File: config.mk
export PLATFORM = sky130hd
export DESIGN_NAME = bcfg_top
export DESIGN_NICKNAME = d
export VERILOG_FILES = /design/src/hw/bcfg_pkg.sv /design/src/hw/bcfg_regfile.sv /design/src/hw/bcfg_top.sv
export SDC_FILE = /design/constraint.sdc
export NUM_CORES = 1
export LEC_CHECK = 0
export ABC_AREA = 1
export BUFFER_PORTS_ARGS = -buffer_cell sky130_fd_sc_hd__buf_4
export CAP_MARGIN = 15
export CORE_MARGIN = 1
export CORE_UTILIZATION = 54
export DETAILED_ROUTE_END_ITERATION = 8
export GPL_TIMING_DRIVEN = 0
export PLACE_DENSITY_LB_ADDON = 0.2
export SYNTH_ARGS = -nofsm -noshare
export SYNTH_HDL_FRONTEND = slang
export SYNTH_HIERARCHICAL = 1
export SYNTH_SLANG_ARGS = --single-unit
File: constraint.sdc
create_clock -name aclk -period 3.3 [get_ports aclk]
set_input_delay 0.165 -clock aclk [delete_from_list [all_inputs] [get_ports aclk]]
set_output_delay 0.165 -clock aclk [all_outputs]
set_load 0.1 [all_outputs]
File: src/hw/bcfg_pkg.sv
// Package for the bridge type-1 configuration header register bank.
// Assumes a 32-bit AXI4-Lite register bus; offsets are byte addresses.
package bcfg_pkg;

	localparam logic [7:0] BCFG_OFF_CLASS = 8'h08;
	localparam logic [7:0] BCFG_OFF_HDR = 8'h0C;
	localparam logic [7:0] BCFG_OFF_RSV0 = 8'h10;
	localparam logic [7:0] BCFG_OFF_RSV1 = 8'h14;
	localparam logic [7:0] BCFG_OFF_BUS = 8'h18;
	localparam logic [7:0] BCFG_OFF_IO = 8'h1C;
	localparam logic [7:0] BCFG_OFF_MODE = 8'h40;

	localparam logic [7:0] BCFG_PROG_IF = 8'h00;
	localparam logic [7:0] BCFG_SUB_CLASS = 8'h04;
	localparam logic [7:0] BCFG_BASE_CLASS = 8'h06;
	localparam logic [6:0] BCFG_HDR_LAYOUT = 7'h01;
	localparam logic BCFG_HDR_MULTI = 1'b0;
	localparam logic [7:0] BCFG_HDR_TOP = 8'h00;

	localparam logic [3:0] BCFG_CLS_RST = 4'h0;
	localparam int BCFG_CLS_LSB = 2;
	localparam logic [7:0] BCFG_LAT_PCI_RST = 8'h00;
	localparam logic [7:0] BCFG_LAT_PCIX_RST = 8'h40;
	localparam logic [7:0] BCFG_BUS_RST = 8'h00;
	localparam logic [1:0] BCFG_IO_CAP = 2'h1;
	localparam logic [1:0] BCFG_IO_RSV = 2'h0;
	localparam logic [3:0] BCFG_IO_RST = 4'h0;
	localparam int BCFG_IO_FLD_LSB = 4;

	localparam logic [1:0] BCFG_RESP_OKAY = 2'h0;
	localparam logic [1:0] BCFG_RESP_SLVERR = 2'h2;

	typedef struct packed {
		logic reverse;
		logic pcix;
	} bcfg_mode_s;

	typedef struct packed {
		logic [3:0] cls;
		logic [7:0] pri_lat;
		logic [7:0] sec_lat;
		logic [7:0] pri_bus;
		logic [7:0] sec_bus;
		logic [7:0] sub_bus;
		logic [3:0] io_base;
		logic [3:0] io_limit;
	} bcfg_regs_s;

	typedef struct packed {
		logic [3:0] cls;
		logic [7:0] pri_bus;
		logic [7:0] sec_bus;
		logic [7:0] sub_bus;
		logic [3:0] io_base;
		logic [3:0] io_limit;
	} bcfg_view_s;

endpackage : bcfg_pkg

File: src/hw/bcfg_regfile.sv
// Configuration header fields: reset, write merge and read mux.
// Assumes the bus slave hands it one decoded write and one read address.
`timescale 1ns/1ps
`default_nettype none
module bcfg_regfile
	import bcfg_pkg::*;
(
	input wire logic aclk,
	input wire logic aresetn,
	input wire bcfg_mode_s mode,
	input wire logic wr_en,
	input wire logic [7:0] wr_addr,
	input wire logic [31:0] wr_data,
	input wire logic [3:0] wr_strb,
	input wire logic [7:0] rd_addr,
	output logic [31:0] rd_data,
	output logic rd_hit,
	output logic wr_hit,
	output bcfg_regs_s regs
);

	bcfg_regs_s next_regs;

	function automatic logic [7:0] merge8(input logic [7:0] old,
		input logic [7:0] nw, input logic en);
		merge8 = en ? nw : old;
	endfunction : merge8

	function automatic logic known(input logic [7:0] a);
		known = (a == BCFG_OFF_CLASS) || (a == BCFG_OFF_HDR) ||
			(a == BCFG_OFF_RSV0) || (a == BCFG_OFF_RSV1) ||
			(a == BCFG_OFF_BUS) || (a == BCFG_OFF_IO);
	endfunction : known

	logic [7:0] lat_rst;
	assign lat_rst = mode.pcix ? BCFG_LAT_PCIX_RST : BCFG_LAT_PCI_RST;
	assign rd_hit = known(rd_addr);
	assign wr_hit = known(wr_addr);

	always_comb
	begin
		next_regs = regs;
		if (wr_en && wr_addr == BCFG_OFF_HDR)
		begin
			if (wr_strb[0])
				next_regs.cls = wr_data[BCFG_CLS_LSB +: 4];
			if (wr_strb[1] && mode.reverse)
				next_regs.pri_lat = wr_data[15:8];
		end
		if (wr_en && wr_addr == BCFG_OFF_BUS)
		begin
			next_regs.pri_bus = merge8(regs.pri_bus, wr_data[7:0],
				wr_strb[0]);
			next_regs.sec_bus = merge8(regs.sec_bus, wr_data[15:8],
				wr_strb[1]);
			next_regs.sub_bus = merge8(regs.sub_bus, wr_data[23:16],
				wr_strb[2]);
			if (wr_strb[3] && !mode.reverse)
				next_regs.sec_lat = wr_data[31:24];
		end
		if (wr_en && wr_addr == BCFG_OFF_IO)
		begin
			if (wr_strb[0])
				next_regs.io_base = wr_data[BCFG_IO_FLD_LSB +: 4];
			if (wr_strb[1])
				next_regs.io_limit = wr_data[12 +: 4];
		end
	end

	// Latency resets follow the mode straps seen during reset
	always_ff @(posedge aclk)
	begin
		if (!aresetn)
		begin
			regs.cls <= BCFG_CLS_RST;
			regs.pri_lat <= mode.reverse ? lat_rst : BCFG_LAT_PCI_RST;
			regs.sec_lat <= mode.reverse ? BCFG_LAT_PCI_RST : lat_rst;
			regs.pri_bus <= BCFG_BUS_RST;
			regs.sec_bus <= BCFG_BUS_RST;
			regs.sub_bus <= BCFG_BUS_RST;
			regs.io_base <= BCFG_IO_RST;
			regs.io_limit <= BCFG_IO_RST;
		end
		else
			regs <= next_regs;
	end

	always_comb
	begin
		rd_data = 32'h00000000;
		case (rd_addr)
			BCFG_OFF_CLASS: rd_data = {BCFG_BASE_CLASS, BCFG_SUB_CLASS,
				BCFG_PROG_IF, 8'h00};
			BCFG_OFF_HDR: rd_data = {BCFG_HDR_TOP, BCFG_HDR_MULTI,
				BCFG_HDR_LAYOUT, regs.pri_lat, 2'b00, regs.cls,
				2'b00};
			BCFG_OFF_BUS: rd_data = {regs.sec_lat, regs.sub_bus,
				regs.sec_bus, regs.pri_bus};
			BCFG_OFF_IO: rd_data = {16'h0000, regs.io_limit, BCFG_IO_RSV,
				BCFG_IO_CAP, regs.io_base, BCFG_IO_RSV, BCFG_IO_CAP};
			default: rd_data = 32'h00000000;
		endcase
	end

endmodule : bcfg_regfile
`default_nettype wire

File: src/hw/bcfg_top.sv
// Operation
// - Class code read-only bridge-to-bridge values.
// - Cache line bits 2..5 writable, reset zero.
// - Cache line bits 1:0, 7:6 read zero.
// - Primary latency RO forward, RW reverse.
// - Secondary latency RW forward, RO reverse.
// - Header type read-only, layout one, single.
// - Header top byte reads zero.
// - Dwords 10h to 17h reserved.
// - Three writable bus numbers reset zero.
// - I/O bytes advertise 32-bit, reserved zero.
// - I/O base nibble writable, reset zero.
// - I/O limit nibble writable, reset zero.
//
// Top of the bridge configuration header bank: AXI4-Lite slave.
// Assumes mode straps are stable while aresetn is high.
//
// Added by the designer: register access over AXI4-Lite.
`timescale 1ns/1ps
`default_nettype none
module bcfg_top
	import bcfg_pkg::*;
#(
	parameter int ADDR_W = 8
)
(
	input wire logic aclk,
	input wire logic aresetn,
	input wire logic mode_reverse,
	input wire logic mode_pcix,
	input wire logic [ADDR_W-1:0] s_axi_awaddr,
	input wire logic [2:0] s_axi_awprot,
	input wire logic s_axi_awvalid,
	output logic s_axi_awready,
	input wire logic [31:0] s_axi_wdata,
	input wire logic [3:0] s_axi_wstrb,
	input wire logic s_axi_wvalid,
	output logic s_axi_wready,
	output logic [1:0] s_axi_bresp,
	output logic s_axi_bvalid,
	input wire logic s_axi_bready,
	input wire logic [ADDR_W-1:0] s_axi_araddr,
	input wire logic [2:0] s_axi_arprot,
	input wire logic s_axi_arvalid,
	output logic s_axi_arready,
	output logic [31:0] s_axi_rdata,
	output logic [1:0] s_axi_rresp,
	output logic s_axi_rvalid,
	input wire logic s_axi_rready,
	output logic [7:0] cfg_pri_bus,
	output logic [7:0] cfg_sec_bus,
	output logic [7:0] cfg_sub_bus,
	output logic [3:0] cfg_io_base,
	output logic [3:0] cfg_io_limit,
	output logic [3:0] cfg_cache_line
);

	////////////////////////////////////////////////////////////////////////
	// Bus state

	typedef struct packed {
		logic aw_full;
		logic [7:0] aw_addr;
		logic w_full;
		logic [31:0] w_data;
		logic [3:0] w_strb;
		logic b_valid;
		logic [1:0] b_resp;
		logic r_valid;
		logic [1:0] r_resp;
		logic [31:0] r_data;
		logic [1:0] mode_rd;
	} bcfg_bus_s;

	bcfg_bus_s st;
	bcfg_bus_s next_st;
	bcfg_mode_s mode;
	bcfg_regs_s regs;
	logic [31:0] rf_rdata;
	logic rf_rd_hit;
	logic rf_wr_hit;
	logic do_write;
	logic [7:0] ar_addr8;

	assign mode.reverse = mode_reverse;
	assign mode.pcix = mode_pcix;
	assign ar_addr8 = {s_axi_araddr[7:2], 2'b00};

	// Write fires once both halves are held and no response is pending
	assign do_write = st.aw_full && st.w_full && !st.b_valid;

	assign s_axi_awready = !st.aw_full && !st.b_valid;
	assign s_axi_wready = !st.w_full && !st.b_valid;
	assign s_axi_arready = !st.r_valid;
	assign s_axi_bvalid = st.b_valid;
	assign s_axi_bresp = st.b_resp;
	assign s_axi_rvalid = st.r_valid;
	assign s_axi_rresp = st.r_resp;
	assign s_axi_rdata = st.r_data;

	////////////////////////////////////////////////////////////////////////
	// Register file

	bcfg_regfile u_regfile (
		.aclk(aclk),
		.aresetn(aresetn),
		.mode(mode),
		.wr_en(do_write && rf_wr_hit),
		.wr_addr(st.aw_addr),
		.wr_data(st.w_data),
		.wr_strb(st.w_strb),
		.rd_addr(ar_addr8),
		.rd_data(rf_rdata),
		.rd_hit(rf_rd_hit),
		.wr_hit(rf_wr_hit),
		.regs(regs)
	);

	////////////////////////////////////////////////////////////////////////
	// Handshake logic

	always_comb
	begin
		next_st = st;
		next_st.mode_rd = {mode.reverse, mode.pcix};
		if (s_axi_awvalid && s_axi_awready)
		begin
			next_st.aw_full = 1'b1;
			next_st.aw_addr = {s_axi_awaddr[7:2], 2'b00};
		end
		if (s_axi_wvalid && s_axi_wready)
		begin
			next_st.w_full = 1'b1;
			next_st.w_data = s_axi_wdata;
			next_st.w_strb = s_axi_wstrb;
		end
		if (do_write)
		begin
			next_st.aw_full = 1'b0;
			next_st.w_full = 1'b0;
			next_st.b_valid = 1'b1;
			// Mode register is read-only; writes to it just complete OKAY
			if (rf_wr_hit || st.aw_addr == BCFG_OFF_MODE)
				next_st.b_resp = BCFG_RESP_OKAY;
			else
				next_st.b_resp = BCFG_RESP_SLVERR;
		end
		if (st.b_valid && s_axi_bready)
			next_st.b_valid = 1'b0;
		if (s_axi_arvalid && s_axi_arready)
		begin
			next_st.r_valid = 1'b1;
			if (rf_rd_hit)
			begin
				next_st.r_data = rf_rdata;
				next_st.r_resp = BCFG_RESP_OKAY;
			end
			else if (ar_addr8 == BCFG_OFF_MODE)
			begin
				next_st.r_data = {30'h00000000, st.mode_rd};
				next_st.r_resp = BCFG_RESP_OKAY;
			end
			else
			begin
				next_st.r_data = 32'h00000000;
				next_st.r_resp = BCFG_RESP_SLVERR;
			end
		end
		else if (st.r_valid && s_axi_rready)
			next_st.r_valid = 1'b0;
	end

	always_ff @(posedge aclk)
	begin
		if (!aresetn)
			st <= '0;
		else
			st <= next_st;
	end

	////////////////////////////////////////////////////////////////////////
	// Field outputs for the forwarding logic

	assign cfg_pri_bus = regs.pri_bus;
	assign cfg_sec_bus = regs.sec_bus;
	assign cfg_sub_bus = regs.sub_bus;
	assign cfg_io_base = regs.io_base;
	assign cfg_io_limit = regs.io_limit;
	assign cfg_cache_line = regs.cls;

endmodule : bcfg_top
`default_nettype wire

==> reports/metrics.yaml <==
status: "finished clean"
ys_types: 29
slew_headroom_pct: 51.1
fillers: 966
utilization_pct: 72.5
setup_ws_ps: 410
wl_per_cell_um: 13.0
crit_path_frequent_cell: "buf_6"
ys_seq_area_share_pct: 45.1
fp.dieH_um: 110
maxCapViolCount: 0
place_ws_ps: 452
via_per_inst: 4.88
first_pass_iters: 5
clock_latency_ps: 420
path_max_fanout: 10
wl_met2_um: 7100
grt_pass1_wl_um: 24700
rsz0062_at_grt: "no"
cpPeakStageDelay_ps: 580
highest_layer: "met4"
reg2reg_depth: 13
clock_path_buffers: 2
dp_hpwl_um: 11600
wl_met3_um: 1250
drc: 0
tightest_slew_ps: 728
drive_above_1_share_pct: 22.5
drtAntennaViolNets: 0
cts_buffers: 17
grt_max_degree: 17
final_cells: 1213
hold_viol: 0
criticalPathCategory: "register to register"
end_kind: "register"
period_share_pct: 87.6
mostFrequentLayoutCells: "170 x buf_4, 161 x nor2_1, 150 x nand2_1"
pin_count: 144
fin_total_pwr_w: 0.00423
critical_path_required_ps: 3350
cpMaxStageDelayCell: "o21ai_1"
rows: 39
initial_core_util_pct: 55.4
setup-violations-final: 0
cts_max_level: 4
vdd_drop_max_v: 0.000341
ys_ff_latch: 134
slew_violations: 0
crit_buf_inv: 4
clock_tree.root_cell: "clkbuf_16"
path_cells: "nand2_2, nor2_4, buf_6, buf_6, a21oi_1, nor2_1, inv_1, nor2_1, nand2_1, nor2_2, buf_6, nand2_1, o21ai_1"
min_period_ps: 2890
grt_use_total_pct: 27.1
grt_pass1_vias: 5193
fin_tns_setup_ps: 0
holdPathStages: 3
crit_cells: 13
synthCells: 888
clkSinkCount: 134
fp.dieW_um: 110
synth_area_um2: 6300
mostFrequentLayoutCell: "buf_4"
wl_met1_um: 7080
start_kind: "register"
overflow: 0
cts_tree: "done"
antenna_cells: 0
area_delta_synth_final_pct: 30.9
num_vias: 5920
fmax_ghz: 0.346
post-place-cells: 1169
avgSynthCellArea_um2: 7.09
clk_pin_slew_ps: 60
cp_data_arrival_time_ps: 2940
ys_warn_count: 6
io_buffer_count: 131
path_delay_family: "simple AND/OR/NAND/NOR gates"
p_per_area_nw_per_um2: 513
nets: 1125
holdCritPathClass: "input port to register"
p_leak_nw: 3.84
fin_skew_ps: 7.96
antenna_found_initial: 0
wl_um: 15800
gp_congestion: 0.894
cts_resized: 0
drtIter0Drc: 550
dieArea_um2: 12100
core_area_um2: 11400
## where the power goes
group	leakage, nW	internal, W	total (W)	switching [W]
Combinational	2.41	0.000165	0.000477	0.000312
Clock	0.310	0.00130	0.00198	0.000677
Sequential	1.13	0.00172	0.00177	0.0000466
Total	3.84	0.00319	0.00423	0.00104
## what timing repair did
item,CTS,global route
buffers inserted,0,0
hold buffers,13,0
endpoints found under the hold margin,13,0
## worst register-to-register path, cell delays in order (launching register included)
cell     delay, ps
dfxtp_1        380
nand2_2         80
nor2_4         220
buf_6          200
buf_6          160
a21oi_1         50
nor2_1         100
inv_1           60
nor2_1         160
nand2_1        120
nor2_2         150
buf_6          170
nand2_1         80
o21ai_1        580
## area by class of cell
cell class              count  area [um^2]  area share, %
plain buffers              82          541           6.56
clock buffers              23          509           6.18
clock inverters             8          118           1.43
inverters                 149          564           6.85
multi-input cells         530         2380           28.8
flip-flops and latches    134         2840           34.5
well taps                 143          179           2.17
repair buffers            144         1110           13.5
## final timing paths
check,from,endpoint,slack [ps]
max,st[81],u_regfile/regs[34],410
min,s_axi_wdata[1],st[45],8
max reg2reg,st[81],u_regfile/regs[34],410
min reg2reg,s_axi_rdata[7],s_axi_rdata[7],460
## synthesized netlist by cell type
cell type	count	share of area, %
o21a_1	1	0.12
a211oi_1	1	0.12
inv_2	2	0.12
o21ai_1	4	0.32
clkbuf_2	2	0.16
nand2_2	3	0.30
o21ai_0	48	3.8
o22ai_1	7	0.70
clkinv_1	1	0.060
inv_1	145	8.6
clkbuf_1	13	0.77
a21oi_1	38	3.0
nand2_1	150	8.9
nor3_1	1	0.079
nor2_1	161	9.6
buf_1	6	0.36
nand3_1	59	4.7
dfxtp_1	118	38
nand4_1	38	3.8
edfxtp_1	16	7.6
conb_1	1	0.060
nand3_4	2	0.56
nor2_4	2	0.36
nand3_2	3	0.48
buf_6	9	1.6
nor2_2	4	0.40
buf_4	39	4.6
buf_2	13	1.0
clkinv_4	1	0.14
## layer usage
layer,vias to the layer above,global-route usage (%)
li1,3063,-
met4,0,10.7
met1,2569,35.6
met5,-,0
met3,36,6.29
met2,252,43.3
## sequential cells by signal (all words and copies together), names as in the netlist
name,cells
u_regfile/regs,52
s_axi_rvalid,1
s_axi_bvalid,1
s_axi_rresp,1
s_axi_bresp,1
s_axi_rdata,32
st,46
## cells by family after synthesis
family / share of synthesized area, %
compound gates: 8.09
buf+inv: 17.5
flops: 45.1
other cells: 0.0595
simple gates: 29.2
## through the flow
stage / hold WS, ps / instance area [um^2]
after detailed placement: 368 / 7490
after global routing: 26.7 / 8240
after floorplan: 263 / 6320
after global placement: 371 / 7490
after CTS: 2.12 / 8240
final: 7.52 / 8240
Power figures use the tool's default switching activity.
